===== src/inc/wgw_defines.svh =====
// What this block does
// - count write enable changes only when its guard is 0
// - guard bits always read back as 1
// - counter writes accepted only while count write enable set
// - control write enable changes only when its guard is 0
// - run and flag writable only with control write enable
// - run takes written value if guard 0, enable set
// - counter counts selected ticks while running, else holds
// - overflow sets the watchdog reset flag
// - flag cleared by writing 0 with guard 0, enabled
// - counter wraps ff to 00 and asserts chip reset
// - counter resets to 00
// - select picks prescaled clock or internal oscillator
// - select bits 7 to 4 ignore writes, read 1
// - chip reset held for 256 oscillator cycles
// - counter write loads value, counting continues from it
// - oscillator-clocked watchdog runs in every chip mode
`ifndef WGW_DEFINES_SVH
`define WGW_DEFINES_SVH

// ---------------------------------------------------------------
// register word indices (byte address is four times these)
// ---------------------------------------------------------------
`define WGW_IDX_CTRL 2'h0
`define WGW_IDX_COUNT 2'h1
`define WGW_IDX_CLKSEL 2'h2

// ---------------------------------------------------------------
// control/status field positions
// ---------------------------------------------------------------
`define WGW_BIT_CWE_GUARD 7
`define WGW_BIT_CWE 6
`define WGW_BIT_CTRLWE_GUARD 5
`define WGW_BIT_CTRLWE 4
`define WGW_BIT_RUN_GUARD 3
`define WGW_BIT_RUN 2
`define WGW_BIT_FLAG_GUARD 1
`define WGW_BIT_FLAG 0

// ---------------------------------------------------------------
// reset values and fixed read patterns
// ---------------------------------------------------------------
`define WGW_COUNT_RST 8'h00
`define WGW_COUNT_MAX 8'hff
`define WGW_CLKSEL_RST 4'hf
`define WGW_CLKSEL_HIGH 4'hf
`define WGW_SEL_PRESC_BIT 3
`define WGW_RST_OSC_CYCLES 9'h100
`define WGW_DIV_MIN_LOG2 6

`endif


===== src/inc/wgw_pkg.sv =====
package wgw_pkg;

  // avalon transaction phase, gray along idle -> answer
  typedef enum logic [1:0] {
    WGW_BUS_IDLE = 2'b00,
    WGW_BUS_ANSWER = 2'b01
  } wgw_bus_state_t;

  // stored half of the control/status register
  typedef struct packed {
    logic count_write_enable;
    logic ctrl_write_enable;
    logic run_bit;
    logic wdt_reset_flag;
  } wgw_ctrl_t;

  // one register write as seen by the register file
  typedef struct packed {
    logic wr_ctrl;
    logic wr_count;
    logic wr_clksel;
    logic [7:0] data;
  } wgw_wr_t;

endpackage


===== src/hdl/wgw_top.sv =====
// The Avalon-MM register port and the placing of the registers were decided locally.
`include "wgw_defines.svh"
`timescale 1ns/1ps
`default_nettype none

module wgw_top #(
  parameter int DIV_MIN_LOG2 = `WGW_DIV_MIN_LOG2,
  parameter int COUNT_W = 8
) (
  input wire logic REF_CLK, // 20 MHz system clock
  input wire logic RST, // external reset pin, async, high
  input wire logic OSC_CLK_IN, // internal oscillator, asynchronous
  input wire logic [1:0] AVS_ADDRESS, // word index
  input wire logic AVS_READ, // read request
  input wire logic AVS_WRITE, // write request
  input wire logic [31:0] AVS_WRITEDATA, // write data, low byte used
  input wire logic [3:0] AVS_BYTEENABLE, // lane 0 must be set to write
  output logic [31:0] AVS_READDATA, // registered read data
  output logic AVS_WAITREQUEST, // low for the answer cycle
  output logic CHIP_RESET_OUT, // internal chip reset request
  output logic RUN_OUT // watchdog running
);

  // ---------------------------------------------------------------
  // local widths
  // ---------------------------------------------------------------
  localparam int PRESC_W = DIV_MIN_LOG2 + 7;

  // ---------------------------------------------------------------
  // state
  // ---------------------------------------------------------------
  wgw_pkg::wgw_bus_state_t bus_state_reg;
  wgw_pkg::wgw_bus_state_t bus_state_next;
  logic wait_reg;
  logic wait_next;
  logic [31:0] rdata_reg;
  logic [31:0] rdata_next;
  wgw_pkg::wgw_ctrl_t ctrl_reg;
  wgw_pkg::wgw_ctrl_t ctrl_next;
  logic [COUNT_W-1:0] count_reg;
  logic [COUNT_W-1:0] count_next;
  logic [3:0] clksel_reg;
  logic [3:0] clksel_next;
  logic [PRESC_W-1:0] presc_reg;
  logic [PRESC_W-1:0] presc_next;
  logic [8:0] hold_reg;
  logic [8:0] hold_next;
  logic chip_rst_reg;
  logic chip_rst_next;
  logic osc_s1_reg;
  logic osc_s2_reg;
  logic osc_s3_reg;

  // ---------------------------------------------------------------
  // helpers
  // ---------------------------------------------------------------

  // true on the last system cycle of a 2**(base+idx) period
  function automatic logic div_tick(
    input logic [PRESC_W-1:0] presc,
    input logic [2:0] idx
  );
    logic [PRESC_W-1:0] mask;
    mask = PRESC_W'((64'h1 << (DIV_MIN_LOG2 + int'(idx))) - 64'h1);
    return (presc & mask) == mask;
  endfunction

  // gate one protected bit by its guard (guard bits never stored)
  function automatic logic guarded(
    input logic wr,
    input logic guard_val,
    input logic new_val,
    input logic old_val
  );
    return (wr && !guard_val) ? new_val : old_val;
  endfunction

  // ---------------------------------------------------------------
  // oscillator synchroniser
  // ---------------------------------------------------------------

  // three stages; an edge counts where stage two is high and stage three is still low
  always_ff @(posedge REF_CLK or posedge RST) begin
    if (RST) begin
      osc_s1_reg <= 1'b0;
      osc_s2_reg <= 1'b0;
      osc_s3_reg <= 1'b0;
    end else begin
      osc_s1_reg <= OSC_CLK_IN;
      osc_s2_reg <= osc_s1_reg;
      osc_s3_reg <= osc_s2_reg;
    end
  end

  wire osc_tick = osc_s2_reg && !osc_s3_reg;

  // ---------------------------------------------------------------
  // avalon slave decode
  // ---------------------------------------------------------------

  // a request is answered in the cycle after it is seen, once
  wire bus_req = AVS_READ || AVS_WRITE;
  wire commit = (bus_state_reg == wgw_pkg::WGW_BUS_ANSWER) && AVS_WRITE;
  wire lane0 = AVS_BYTEENABLE[0];
  wire [7:0] wd = AVS_WRITEDATA[7:0];

  wgw_pkg::wgw_wr_t wr;
  assign wr.wr_ctrl = commit && lane0 && (AVS_ADDRESS == `WGW_IDX_CTRL);
  assign wr.wr_count = commit && lane0 && (AVS_ADDRESS == `WGW_IDX_COUNT);
  assign wr.wr_clksel = commit && lane0 && (AVS_ADDRESS == `WGW_IDX_CLKSEL);
  assign wr.data = wd;

  // bus phase sequencing
  always_comb begin
    bus_state_next = bus_state_reg;
    wait_next = 1'b1;
    unique case (bus_state_reg)
      wgw_pkg::WGW_BUS_IDLE: begin
        if (bus_req) begin
          bus_state_next = wgw_pkg::WGW_BUS_ANSWER;
          wait_next = 1'b0;
        end
      end
      wgw_pkg::WGW_BUS_ANSWER: begin
        bus_state_next = wgw_pkg::WGW_BUS_IDLE;
      end
      default: begin
        bus_state_next = wgw_pkg::WGW_BUS_IDLE;
      end
    endcase
  end

  // ---------------------------------------------------------------
  // read mux
  // ---------------------------------------------------------------

  // guard positions read as one whatever was written
  wire [7:0] ctrl_rd = {
    1'b1,
    ctrl_reg.count_write_enable,
    1'b1,
    ctrl_reg.ctrl_write_enable,
    1'b1,
    ctrl_reg.run_bit,
    1'b1,
    ctrl_reg.wdt_reset_flag
  };
  wire [7:0] clksel_rd = {`WGW_CLKSEL_HIGH, clksel_reg};
  wire [7:0] count_rd = 8'(count_reg);

  // unmapped index reads as zero
  always_comb begin
    rdata_next = rdata_reg;
    if (bus_state_reg == wgw_pkg::WGW_BUS_IDLE && AVS_READ) begin
      unique case (AVS_ADDRESS)
        `WGW_IDX_CTRL: rdata_next = {24'h000000, ctrl_rd};
        `WGW_IDX_COUNT: rdata_next = {24'h000000, count_rd};
        `WGW_IDX_CLKSEL: rdata_next = {24'h000000, clksel_rd};
        default: rdata_next = 32'h00000000;
      endcase
    end
  end

  // ---------------------------------------------------------------
  // clock select and prescaler
  // ---------------------------------------------------------------

  // free running so a freshly chosen rate needs no restart
  assign presc_next = presc_reg + PRESC_W'(1);

  // only the low nibble stores; the high nibble is constant
  assign clksel_next = wr.wr_clksel ? wr.data[3:0] : clksel_reg;

  // oscillator path never depends on any mode input
  wire presc_sel = clksel_reg[`WGW_SEL_PRESC_BIT];
  wire sel_tick = presc_sel ?
    div_tick(presc_reg, clksel_reg[2:0]) :
    osc_tick;

  // ---------------------------------------------------------------
  // counter
  // ---------------------------------------------------------------

  wire cnt_wr_ok = wr.wr_count && ctrl_reg.count_write_enable;
  wire cnt_step = ctrl_reg.run_bit && sel_tick;
  wire cnt_at_max = count_reg == COUNT_W'(`WGW_COUNT_MAX);

  // a permitted write beats a tick in the same cycle, so no overflow
  wire overflow = cnt_step && cnt_at_max && !cnt_wr_ok;

  always_comb begin
    count_next = count_reg;
    if (cnt_wr_ok) begin
      count_next = COUNT_W'(wr.data);
    end else if (cnt_step) begin
      count_next = count_reg + COUNT_W'(1);
    end
  end

  // ---------------------------------------------------------------
  // control/status register
  // ---------------------------------------------------------------

  // protected writes use the enable held before this write
  wire ctrl_ok = wr.wr_ctrl && ctrl_reg.ctrl_write_enable;

  always_comb begin
    ctrl_next.count_write_enable = guarded(
      wr.wr_ctrl,
      wr.data[`WGW_BIT_CWE_GUARD],
      wr.data[`WGW_BIT_CWE],
      ctrl_reg.count_write_enable);
    ctrl_next.ctrl_write_enable = guarded(
      wr.wr_ctrl,
      wr.data[`WGW_BIT_CTRLWE_GUARD],
      wr.data[`WGW_BIT_CTRLWE],
      ctrl_reg.ctrl_write_enable);
    ctrl_next.run_bit = guarded(
      ctrl_ok,
      wr.data[`WGW_BIT_RUN_GUARD],
      wr.data[`WGW_BIT_RUN],
      ctrl_reg.run_bit);
    ctrl_next.wdt_reset_flag = ctrl_reg.wdt_reset_flag;
    if (overflow) begin
      ctrl_next.wdt_reset_flag = 1'b1;
    end else if (ctrl_ok && !wr.data[`WGW_BIT_FLAG_GUARD]
                 && !wr.data[`WGW_BIT_FLAG]) begin
      ctrl_next.wdt_reset_flag = 1'b0;
    end
  end

  // ---------------------------------------------------------------
  // internal reset stretcher
  // ---------------------------------------------------------------

  // counts oscillator edges; a new overflow restarts the hold
  always_comb begin
    chip_rst_next = chip_rst_reg;
    hold_next = hold_reg;
    if (overflow) begin
      chip_rst_next = 1'b1;
      hold_next = 9'h000;
    end else if (chip_rst_reg && osc_tick) begin
      hold_next = hold_reg + 9'h001;
      if (hold_reg + 9'h001 == `WGW_RST_OSC_CYCLES) begin
        chip_rst_next = 1'b0;
      end
    end
  end

  // ---------------------------------------------------------------
  // registers
  // ---------------------------------------------------------------

  // bus side flops
  always_ff @(posedge REF_CLK or posedge RST) begin
    if (RST) begin
      bus_state_reg <= wgw_pkg::WGW_BUS_IDLE;
      wait_reg <= 1'b1;
      rdata_reg <= 32'h00000000;
    end else begin
      bus_state_reg <= bus_state_next;
      wait_reg <= wait_next;
      rdata_reg <= rdata_next;
    end
  end

  // the pin reset clears all four stored control bits, run and flag included
  always_ff @(posedge REF_CLK or posedge RST) begin
    if (RST) begin
      ctrl_reg <= '0;
      count_reg <= COUNT_W'(`WGW_COUNT_RST);
      clksel_reg <= `WGW_CLKSEL_RST;
    end else begin
      ctrl_reg <= ctrl_next;
      count_reg <= count_next;
      clksel_reg <= clksel_next;
    end
  end

  // timing flops
  always_ff @(posedge REF_CLK or posedge RST) begin
    if (RST) begin
      presc_reg <= '0;
      hold_reg <= 9'h000;
      chip_rst_reg <= 1'b0;
    end else begin
      presc_reg <= presc_next;
      hold_reg <= hold_next;
      chip_rst_reg <= chip_rst_next;
    end
  end

  // ---------------------------------------------------------------
  // outputs
  // ---------------------------------------------------------------

  // all straight from flops
  assign AVS_READDATA = rdata_reg;
  assign AVS_WAITREQUEST = wait_reg;
  assign CHIP_RESET_OUT = chip_rst_reg;
  assign RUN_OUT = ctrl_reg.run_bit;

endmodule

`default_nettype wire


===== config.mk =====
export PLATFORM = sky130hd
export DESIGN_NAME = wgw_top
export DESIGN_NICKNAME = d
export VERILOG_FILES = /design/src/inc/wgw_pkg.sv /design/src/hdl/wgw_top.sv
export VERILOG_INCLUDE_DIRS = /design/src /design/src/inc
export SDC_FILE = /design/constraint.sdc
export NUM_CORES = 1
export LEC_CHECK = 0
export BUFFER_PORTS_ARGS = -buffer_cell sky130_fd_sc_hd__buf_4
export CAP_MARGIN = 20
export CORE_MARGIN = 2
export CORE_UTILIZATION = 43
export DETAILED_ROUTE_END_ITERATION = 10
export PLACE_DENSITY_LB_ADDON = 0.1
export SETUP_SLACK_MARGIN = 0.1
export SYNTH_ARGS = -nofsm -noshare
export SYNTH_HDL_FRONTEND = slang
export SYNTH_SLANG_ARGS = --single-unit

===== constraint.sdc =====
create_clock -name REF_CLK -period 3.05 [get_ports REF_CLK]
set_input_delay 0.61 -clock REF_CLK [delete_from_list [all_inputs] [get_ports REF_CLK]]
set_output_delay 0.61 -clock REF_CLK [all_outputs]
set_load 0.01 [all_outputs]

# Word level (Yosys, flattened, before mapping)
# Cells that the tools add are included.
classes:
  addsub: 5
  n_eq_ne: 7
  shifts: 1
  mux: 15
  bitwise: 1
  n_reduce_logical: 33
ops:
  columns: ["cell", "count"]
  rows:
  - ["$pmux W8 S3", 1]
  - ["$logic_and A1 B1 Y1", 18]
  - ["$mux W9", 2]
  - ["$mux W8", 2]
  - ["$add A13 B1 Y13 const B", 1]
  - ["$and A13 B13 Y13", 1]
  - ["$eq A13 B13 Y1", 1]
  - ["$shl A1 B4 Y13 const A", 1]
  - ["$sub A13 B1 Y13 const B", 1]
  - ["$add A9 B1 Y9 const B", 1]
  - ["$eq A9 B9 Y1 const B", 1]
  - ["$add A8 B1 Y8 const B", 1]
  - ["$eq A8 B8 Y1 const B", 1]
  - ["$mux W1", 8]
  - ["$reduce_bool A2 Y1", 4]
  - ["$logic_not A1 Y1", 7]
  - ["$add A3 B3 Y4 const A", 1]
  - ["$eq A2 B1 Y1 const B", 2]
  - ["$logic_not A2 Y1", 2]
  - ["$mux W2", 2]
  - ["$eq A2 B2 Y1 const B", 1]
  - ["$ne A2 B2 Y1 const B", 1]
  - ["$reduce_and A2 Y1", 1]
  - ["$logic_or A1 B1 Y1", 1]
word_totals:
  register_bits: 77
  in_bits: 43
  out_inout_bits: 35
  elab_cells: 77

# Logic depth before layout (Yosys ltp)
# Gate-level depths: netlist of the first run.
depth:
  depth_word: 11
  mapped_depth: 16
  depth_no_buf: 11

# Worst setup path after synthesis of the first run
# OpenSTA, ideal clock, no wires.
synth_path:
  kind: "reg2reg"
  startpoint: "register clksel_reg[1]"
  endpoint: "register chip_rst_reg, in the netlist CHIP_RESET_OUT"
  arrival_time_ns: 3.142
  required_time_ns: 2.932
  path_slack_ns: -0.210
  path_stages_with_launch: 17
  synth_period_minus_slack_ns: 3.260
  cell_sequence: "dfstp_2 buf_6 inv_1 ha_1 clkbuf_4 nand4b_4 ha_1 buf_2 nor3b_1 a21oi_1 o41ai_1 nor3_4 a21boi_2 buf_6 nor3_1 buf_2 a21o_1"
synth_via:
  elab_chain_len: 11
  word_cells_on_any_way: 13
  classes_between: "add/sub (2); eq/ne (1); shift (1); mux (2); bitwise (1); reduce/logical (6)"
synth_rtl:
  columns: ["item", "line", "text"]
  rows:
  - ["start: declaration", "wgw_top.sv:42", "logic [3:0] clksel_reg;"]
  - ["start signal: assignment", "wgw_top.sv:273", "clksel_reg <= `WGW_CLKSEL_RST;"]
  - ["start signal: assignment", "wgw_top.sv:277", "clksel_reg <= clksel_next;"]
  - ["$add A3 B3 Y4 *", "wgw_top.sv:64", "mask = PRESC_W'((64'h1 << (DIV_MIN_LOG2 + int'(idx))) - 64'h1);"]
  - ["$shl A1 B4 Y13 *", "wgw_top.sv:64", null]
  - ["$sub A13 B1 Y13 *", "wgw_top.sv:64", null]
  - ["$and A13 B13 Y13", "wgw_top.sv:65", "return (presc & mask) == mask;"]
  - ["$eq A13 B13 Y1 *", "wgw_top.sv:65", null]
  - ["$mux W1 *", "wgw_top.sv:176", "wire sel_tick = presc_sel ?"]
  - ["$logic_and A1 B1 Y1 *", "wgw_top.sv:185", "wire cnt_step = ctrl_reg.run_bit && sel_tick;"]
  - ["$logic_and A1 B1 Y1 * (2 in series)", "wgw_top.sv:189", "wire overflow = cnt_step && cnt_at_max && !cnt_wr_ok;"]
  - ["$reduce_bool A2 Y1 (no source line)", null, null]
  - ["$reduce_and A2 Y1 (no source line)", null, null]
  - ["end signal: assignment", "wgw_top.sv:290", "chip_rst_reg <= chip_rst_next;"]
  - ["end: declaration", "wgw_top.sv:48", "logic chip_rst_reg;"]
# Mark *: on every way between the ends. The rest lies on a longest branch, timed or not.
# A chain may end at the register's enable or synchronous reset.

# Worst setup path in the final report of the first run
layout_path:
  startpoint: "register clksel_reg[2]"
  endpoint: "register count_reg[5], in the netlist count_rd[5]"
layout_via:
  elab_chain_len: 8
layout_rtl:
  columns: ["item", "line", "text"]
  rows:
  - ["$add A3 B3 Y4 *", "wgw_top.sv:64", null]
  - ["$shl A1 B4 Y13 *", "wgw_top.sv:64", null]
  - ["$sub A13 B1 Y13 *", "wgw_top.sv:64", null]
  - ["$and A13 B13 Y13", "wgw_top.sv:65", null]
  - ["$eq A13 B13 Y1 *", "wgw_top.sv:65", null]
  - ["$mux W1 *", "wgw_top.sv:176", null]
  - ["$logic_and A1 B1 Y1 *", "wgw_top.sv:185", null]
  - ["$reduce_bool A2 Y1 (no source line) *", null, null]
  - ["end signal: assignment", "wgw_top.sv:272", "count_reg <= COUNT_W'(`WGW_COUNT_RST);"]
  - ["end signal: assignment", "wgw_top.sv:276", "count_reg <= count_next;"]
  - ["end: declaration", "wgw_top.sv:40", "logic [COUNT_W-1:0] count_reg;"]
# Marked as above.

==> metrics, run 1 <==
Layout Nets=395; die width=88.1 um; max incr delay on CP=roughly 570 ps; worst-case reg-to-reg path depth=11; drt total wl=5940 um; Largest register FFs=13; total clock sinks=52; highest clock rate=354 MHz; status=complete, no violations; most numerous cell on the critical path=ha_4; Yosys reg bits=52; Worst Setup Start Kind=flop; pin count of the biggest net entering global routing=53; worst-path cell chain=inv_2 > ha_4 > nand4_1 > ha_4 > o211ai_1 > a2111oi_4 > o21ai_2 > nor3_4 > a21boi_4 > or4_1 > a31oi_1; Critical R2R Launch=clksel_reg[2]; post-route cell area=3390 um^2; grt total ovfl=0; initial antenna violation count=0; Final period util=92.6%; DR vias=2240; Design Power=2.20 mW; Finished Core Util=49.6%; Power Density=approximately 650 nW/um^2; Cells after Synth=316; layout cells sized above 1=19.8%; number of flops mapped to enable cells by yosys=0; htree depth=2; Hold Path Class=flop to flop; DR pass1 iterations=4; placement-stage cell area=between 3000 and 4000 um^2; Hold Path Sink=osc_s2_reg; Crit-path slowest cell=dfstp_2; gr usage total=16.8%; Synth Flop Type=dfrtp_1; post-synthesis average cell area=9.62 um^2; Fin. Hold Viols=0; Routed Antenna Nets=0; Layout area overhead=11.5%; count of cell types in the netlist=between 50 and 60; hold path cells=0; YS warnings=0; Net Switching=0.835 mW; multiplexer area fraction after synthesis=2.84%; chip height=a little under 90 um; FFs w/ async S/R, synth=100%; Worst VDD drop=0.239 mV; Crit Path Class=flop to flop; die area=7760 um^2; setup_tns=0 ps; CTS tree=built; PortBufs=26; Max Buffers Root-to-Sink=2; Core Area=6830 um^2; Num CTS Buffers=5; number of setup violations in the final report=0; worst reg2reg setup slack=230 ps; Worst EP required=3280 ps; Initial Utilization=44.5%; crit-path leading delay family=simple AND/OR/NAND/NOR gates; vias in the first global route=around 2100; worst-skew pair later-pin latency=300 ps; Max FO, Critical Path=9; Hold Slack=358 ps; hold_sp=osc_s1_reg; Worst Skew=5.97 ps; gpl congestion=0.819; root buf cell=clkbuf_8; Compound-Gate Fraction of Synth Area=12.9%; hpwl dp=about 4400 um; sequential share of the synthesized area=approximately 43%; Crit Reg-Reg Endpoint=count_rd[5]; Adder-Cell Fraction of Synth Area=3.70%; P_leak=1.51 nW; wire length per cell=13.5 um; Clock power frac=17.9%; internal power=1.36 mW; Rows=30; 1st-iter DRT viols=between 100 and 150; Worst-path clk slew=100 ps; Sw Ratio=38.0%; XOR/XNOR share of the synthesized area=6.91%; pins over their slew limit=0; worst-margin pin slew=667 ps; first-pass GRT wire length=10200 um; CP bufs+invs=1; maxcap violations=0; Cell Area, Synth=3040 um^2; CP arrival=3060 ps; Logic pwr share=38.1%; DR vias/cell=roughly 5.1; number of I/O pins=78; combinational family with the most area after synthesis=simple AND/OR/NAND/NOR gates; Slew headroom=a little under three fifths; crit end category=flop; Final min period=2820 ps; post-synthesis simple-gate area fraction=a little over a fifth; RSZ-0062 raised after global routing=yes; ANT cells=0; DRC violations left=0; power share of the sequential group=44.0%
layer usage:
layer  global-route usage [%]  share of wire (%)  vias up
met5                        0                  0        -
met4                     5.92                1.5        0
met3                     3.11                3.5        9
met2                     26.8                 47       53
met1                     23.1                 47     1075
li1                         -                  -     1103
worst max-delay path by stage:
stage             startpoint              to  cells after the start
2_1_floorplan  clksel_reg[1]     count_rd[7]                     14
3_3_place_gp   clksel_reg[2]  CHIP_RESET_OUT                     12
3_5_place_dp   clksel_reg[2]  CHIP_RESET_OUT                     12
4_1_cts        clksel_reg[2]     count_rd[7]                     11
5_1_grt        clksel_reg[2]     count_rd[7]                     11
6_report       clksel_reg[2]     count_rd[5]                     11
through the flow:
step                      setup slack [ps]  std cells
after detailed placement              52.9        431
after CTS                              112        440
after floorplan                      -14.2        339
final                                  226        440
after global routing                  17.6        440
after global placement                97.8        431
cells by family (layout without fill, tap and decap cells):
group | count (synthesis) | after routing
and+or+nand+nor | 118 | 118
adders and majority gates | 9 | 9
AOI/OAI and AO/OA | 58 | 58
buffers and inverters | 46 | 51
xor gates and xnor gates | 24 | 24
muxes | 8 | 8
DFF | 52 | 52
other | 1 | 24
power groups by stage:
stage	Combinational (mW)	Sequential (mW)	Clock (mW)
after floorplan	0.685	0.943	0
final	0.836	0.967	0.393
after detailed placement	0.833	0.982	0
after global placement	0.816	0.978	0
after global routing	0.942	0.994	0.438
after CTS	0.839	0.968	0.417
synth_stat cells (all sizes together) (3+ instances only):
cell,number,share of area (%)
o31ai,5,1.2
inv,9,1.1
xnor2,13,3.7
o21ai,15,2.6
nand3,16,2.6
nor3,10,2.0
dfstp,5,4.3
nand2,30,3.7
nand2b,3,0.62
dfrtp,47,39
buf,30,7.4
and3,9,1.9
a21oi,16,2.8
mux2,5,1.9
mux2i,3,0.99
clkbuf,7,0.99
a31oi,4,0.82
xor2,11,3.2
nor2,23,2.8
or3,3,0.62
nor4,3,0.62
ha,9,3.7
nor3b,4,1.2
layout make-up:
cell class,instances,area [um^2]
multi-input cells,241,1580
clock inverters,3,18.8
repair buffers,34,255
fillers,679,3440
clock buffers,5,68.8
flip-flops and latches,52,1310
well taps,96,120
inverters,9,36.3
cells in the final DEF (no fill, tap or decap), drive strengths merged, types with 10 or more instances in the layout:
master and n:
dfrtp 47, buf 34, nand2 30, conb 24, nor2 23, nand3 16
a21oi 16, o21ai 15, xnor2 13, xor2 11, nor3 10
repair_timing:
action / CTS / global route
hold buffers: 0 / 0
setup buffers: 1 / 0
pin swaps: 2 / 1
gates resized for setup: 1 / 2
setup endpoints to repair: 6 / 18
(Power assumes the default switching activity.)
==> inputs of run 2 (changes only) <==
--- a/config.mk
+++ b/config.mk
@@ -8,8 +8,10 @@
 export LEC_CHECK = 0
 export BUFFER_PORTS_ARGS = -buffer_cell sky130_fd_sc_hd__buf_4
 export CAP_MARGIN = 20
+export CORE_ASPECT_RATIO = 0.75
 export CORE_MARGIN = 2
 export CORE_UTILIZATION = 43
+export CTS_CLUSTER_DIAMETER = 100
 export DETAILED_ROUTE_END_ITERATION = 10
 export PLACE_DENSITY_LB_ADDON = 0.1
 export SETUP_SLACK_MARGIN = 0.1
==> metrics, run 2 (same netlist as run 1, synthesis figures left out) <==
worst-margin pin slew=506 ps (was 667 ps); CTS tree=built (unchanged); die area=7770 um^2 (was 7760 um^2); Worst Skew=4.11 ps (was 5.97 ps); status=complete, no violations (unchanged); chip height=76.8 um (was 88.1 um); gpl congestion=0.790 (was 0.819); number of setup violations in the final report=0 (unchanged); Hold Buf Count CTS=0 (unchanged); Final min period=2850 ps (was 2820 ps); Max Buffers Root-to-Sink=2 (unchanged); Slew headroom=66.3% (was 55.2%); Fin. Hold Viols=0 (unchanged); 1st-iter DRT viols=135 (was 112); commonest non-fill, non-tap cell in the layout=dfrtp_1 (unchanged); Worst EP required=3280 ps (about the same); hpwl dp=4420 um (was 4400 um); layout cells sized above 1=20.3% (was 19.8%); DR pass1 iterations=4 (unchanged); Max FO, Critical Path=5 (was 9); Largest register FFs=13 (unchanged); crit end category=flop (unchanged); first-pass GRT wire length=9890 um (was 10200 um); RSZ-0062 raised after global routing=yes (unchanged); initial antenna violation count=0 (unchanged); Routed Antenna Nets=0 (unchanged); DRC violations left=0 (unchanged); vias in the first global route=2017 (was 2127); highest clock rate=351 MHz (was 354 MHz); drt total wl=5970 um (was 5940 um); Rows=26 (was 30); Worst VDD drop=0.293 mV (was 0.239 mV); pins over their slew limit=0 (unchanged); Crit Path Class=flop to flop (unchanged); pin count of the biggest net entering global routing=40 (was 53); number of I/O pins=78 (unchanged); Hold Path Class=input pin to asynchronous set/reset pin (was flop to flop); die width=101 um (was 88.1 um); P_leak=1.53 nW (was 1.51 nW); wire length per cell=13.8 um (was 13.5 um); CP arrival=3080 ps (was 3060 ps); Initial Utilization=44.5% (unchanged); Power Density=647 nW/um^2 (was 648 nW/um^2); worst-skew pair later-pin latency=300 ps (about the same); most frequent cells in the layout=dfrtp_1 (47), buf_4 (39), nand2_1 (30) (was dfrtp_1 (47), buf_4 (34), nand2_1 (30)); htree depth=2 (unchanged); filler cell count=670 (was 679); Num CTS Buffers=5 (unchanged); setup_tns=0 ps (unchanged); Worst-path clk slew=90 ps (was 100 ps); Core Area=6830 um^2 (unchanged); dpl cells=420 (was 431); DR vias/cell=5.06 (was 5.09); root buf cell=clkbuf_8 (unchanged); Final period util=93.5% (was 92.6%); DR vias=2198 (was 2240); Layout area overhead=12.6% (was 11.5%); PortBufs=26 (unchanged); gr usage total=15.9% (was 16.8%); Hold Slack=252 ps (was 358 ps); Worst Setup Start Kind=flop (unchanged); ANT cells=0 (unchanged); grt total ovfl=0 (unchanged); maxcap violations=0 (unchanged); Cell Count, Final, Fillers Out=434 (was 440); total clock sinks=52 (unchanged); Layout Nets=401 (was 395)
==> run 2: what timing repair did <==
| item | in CTS | in global routing |
|---|---|---|
| setup endpoints to repair | 14 | 17 |
| setup buffers | 2 | 3 |
| cloned | 0 | 1 |
| pin swaps | 1 | 0 |
| resized for setup | 1 | 2 |
==> run 2: report_power, final <==
part	switching (mW)	internal [mW]
clock	0.216	0.186
sequential	0.140	0.826
combinational	0.462	0.384
==> run 2: routing by layer <==
metal / vias to the layer above / wire length (um) / GRT usage (%)
li1: 1122 / - / -
met1: 1031 / 3220 / 25.1
met2: 43 / 2480 / 22.3
met3: 2 / 241 / 3.01
met4: 0 / 26 / 3.24
met5: - / 0 / 0
==> run 2: final cells by class <==
class	instances	area, um^2	area share (%)
well taps	84	105	3.07
flip-flops and latches	52	1310	38.2
inverters	9	38.8	1.13
clock buffers	8	90.1	2.63
multi-input cells	242	1590	46.4
repair buffers	39	293	8.55
==> run 2: worst paths after layout <==
| kind | from | end | slack, ps | cells past startpoint |
|---|---|---|---|---|
| setup reg to reg | clksel_reg[2] | count_rd[7] | 200 | 11 |
| hold / removal | RST | presc_reg[11] | 250 | 2 |
| hold reg to reg | osc_s1_reg | osc_s2_reg | 360 | 0 |
| max in group asynchronous | RST | clksel_reg[0] | 1970 | 3 |
| min in group REF_CLK | osc_s1_reg | osc_s2_reg | 360 | 0 |
| setup / recovery | clksel_reg[2] | count_rd[7] | 200 | 11 |
==> run 2: critical path, stage by stage, from the launching register on <==
cell,delay (ps)
dfstp_2,560
inv_4,60
ha_4,280
nand4_1,130
ha_4,300
o211ai_1,120
a2111oi_4,270
o21ai_2,120
nor3_4,260
a21boi_4,110
or4_1,410
a31oi_1,160
==> run 2: metrics by stage <==
step	worst slack [ps]	util (%)	instance area, um^2	power [mW]
finish	198	50.1	3420	2.21
global route	44.4	50.1	3420	2.40
CTS	99.2	49.6	3390	2.22
detailed placement	21.3	47.9	3270	1.81
global placement	40.6	47.9	3270	1.79
floorplan	-14.2	-	3180	1.63
==> inputs of run 3 (changes only) <==
--- a/config.mk
+++ b/config.mk
@@ -11,6 +11,7 @@
 export CORE_ASPECT_RATIO = 0.75
 export CORE_MARGIN = 2
 export CORE_UTILIZATION = 43
+export CTS_BUF_LIST = sky130_fd_sc_hd__clkbuf_8
 export CTS_CLUSTER_DIAMETER = 100
 export DETAILED_ROUTE_END_ITERATION = 10
 export PLACE_DENSITY_LB_ADDON = 0.1
==> metrics, run 3 (same netlist as run 1, synthesis figures left out) <==
status=complete, no violations (unchanged); gpl congestion=0.790 (unchanged); Worst Skew=3.95 ps (was 4.11 ps); initial antenna violation count=0 (unchanged); CP arrival=3060 ps (was 3080 ps); die area=7770 um^2 (unchanged); Crit-path slowest cell=dfstp_2 (unchanged); Fin. Hold Viols=0 (unchanged); Initial Utilization=44.5% (unchanged); crit-path leading delay family=simple AND/OR/NAND/NOR gates (unchanged); wire length per cell=13.7 um (was 13.8 um); die width=101 um (unchanged); Final period util=92.9% (was 93.5%); Num CTS Buffers=5 (unchanged); PortBufs=26 (unchanged); met2 WL=2460 um (was 2480 um); worst-margin pin slew=505 ps (was 506 ps); max incr delay on CP=560 ps (about the same); gr usage total=15.9% (unchanged); Crit Path Class=flop to flop (unchanged); Cell Count, Final, Fillers Out=434 (unchanged); worst-case reg-to-reg path depth=11 (unchanged); total clock sinks=52 (unchanged); Hold Path Class=input pin to asynchronous set/reset pin (unchanged); CP bufs+invs=1 (unchanged); Worst VDD drop=0.290 mV (was 0.293 mV); Layout Nets=401 (unchanged); Finished Core Util=50.1% (unchanged); final worst setup slack=217 ps (was 198 ps); most frequent cells in the layout=dfrtp_1 (47), buf_4 (39), nand2_1 (30) (unchanged); Worst Setup Start Kind=flop (unchanged); most numerous cell on the critical path=ha_4 (unchanged); DR vias=2192 (was 2198); Layout area overhead=12.6% (unchanged); Critical R2R Launch=clksel_reg[2] (unchanged); M1 WL=3240 um (was 3220 um); worst-path cell chain=inv_4 > ha_4 > nand4_1 > ha_4 > o211ai_1 > a2111oi_4 > o21ai_2 > nor3_4 > a21boi_4 > or4_1 > a31oi_1 (unchanged); DR vias/cell=5.05 (was 5.06); DRC violations left=0 (unchanged); dpl cells=420 (unchanged); maxcap violations=0 (unchanged); DR pass1 iterations=4 (unchanged); Core Area=6830 um^2 (unchanged); Power Density=645 nW/um^2 (was 647 nW/um^2); post-route cell area=3420 um^2 (unchanged); layout cells sized above 1=20.3% (unchanged); setup_tns=0 ps (unchanged); Final min period=2830 ps (was 2850 ps); Max Used Layer=met4 (unchanged); pins over their slew limit=0 (unchanged); Hold Buf Count CTS=0 (unchanged); crit end category=flop (unchanged); DP Worst Slack=21.3 ps (unchanged); CTS tree=built (unchanged); number of setup violations in the final report=0 (unchanged); grt total ovfl=0 (unchanged); number of I/O pins=78 (unchanged); placement-stage cell area=3270 um^2 (unchanged); htree depth=2 (unchanged); RSZ-0062 raised after global routing=yes (unchanged); worst-skew pair later-pin latency=300 ps (about the same); Crit. Startpoint=clksel_reg[2] (unchanged); Crit Reg-Reg Endpoint=count_rd[7] (unchanged); Hold Slack=252 ps (about the same); worst reg2reg setup slack=220 ps (was 200 ps); vias in the first global route=2017 (unchanged); Largest register FFs=13 (unchanged); root buf cell=clkbuf_8 (unchanged); chip height=76.8 um (unchanged); pin count of the biggest net entering global routing=40 (unchanged); Max FO, Critical Path=5 (unchanged); 1st-iter DRT viols=134 (was 135); Design Power=2.21 mW (about the same); ANT cells=0 (unchanged); drt total wl=5970 um (about the same); Slew headroom=66.3% (about the same); met3 wire length=236 um (was 241 um); highest clock rate=353 MHz (was 351 MHz); Worst EP required=3280 ps (about the same); Rows=26 (unchanged); Routed Antenna Nets=0 (unchanged); commonest non-fill, non-tap cell in the layout=dfrtp_1 (unchanged); hpwl dp=4420 um (unchanged); Max Buffers Root-to-Sink=2 (unchanged); P_leak=1.54 nW (was 1.53 nW); first-pass GRT wire length=9890 um (unchanged); Worst-path clk slew=90 ps (about the same)
==> run 3: what timing repair did <==
action,4_1_cts,5_1_grt
resized for setup,1,2
gates cloned,0,1
pin swaps,1,0
setup endpoints to repair,14,17
buffers inserted,2,3
==> run 3: per-layer routing <==
| metal | GRT usage (%) | up-vias |
|---|---|---|
| li1 | - | 1121 |
| met1 | 25.1 | 1025 |
| met2 | 22.3 | 44 |
| met3 | 3.01 | 2 |
| met4 | 3.24 | 0 |
| met5 | 0 | - |
==> run 3: worst reg2reg max path, cell delays in order, from the launching register on <==
cell       delay (ps)
dfstp_2           560
inv_4              60
ha_4              280
nand4_1           140
ha_4              300
o211ai_1          120
a2111oi_4         250
o21ai_2           120
nor3_4            260
a21boi_4          110
or4_1             410
a31oi_1           160
==> run 3: power breakdown <==
group | switching [mW] | leakage (nW) | total (mW) | internal (mW)
logic | 0.463 | 0.896 | 0.847 | 0.384
clock network | 0.217 | 0.0538 | 0.396 | 0.179
registers | 0.141 | 0.590 | 0.967 | 0.826
total | 0.820 | 1.54 | 2.21 | 1.39
==> run 3: worst max path at each step <==
stage                                end  cells after the start
after global placement    CHIP_RESET_OUT                     12
final                        count_rd[7]                     11
after floorplan              count_rd[7]                     14
after detailed placement  CHIP_RESET_OUT                     12
after global routing          ctrl_rd[0]                     12
after CTS                    hold_reg[0]                     12
==> run 3: final cells by class <==
class,instances,area (um^2)
Clock inverter,2,7.51
Multi-Input combinational cell,242,1590
Tap cell,84,105
Fill cell,670,3410
Clock buffer,6,82.6
Timing Repair Buffer,39,293
Sequential cell,52,1310
Inverter,9,38.8
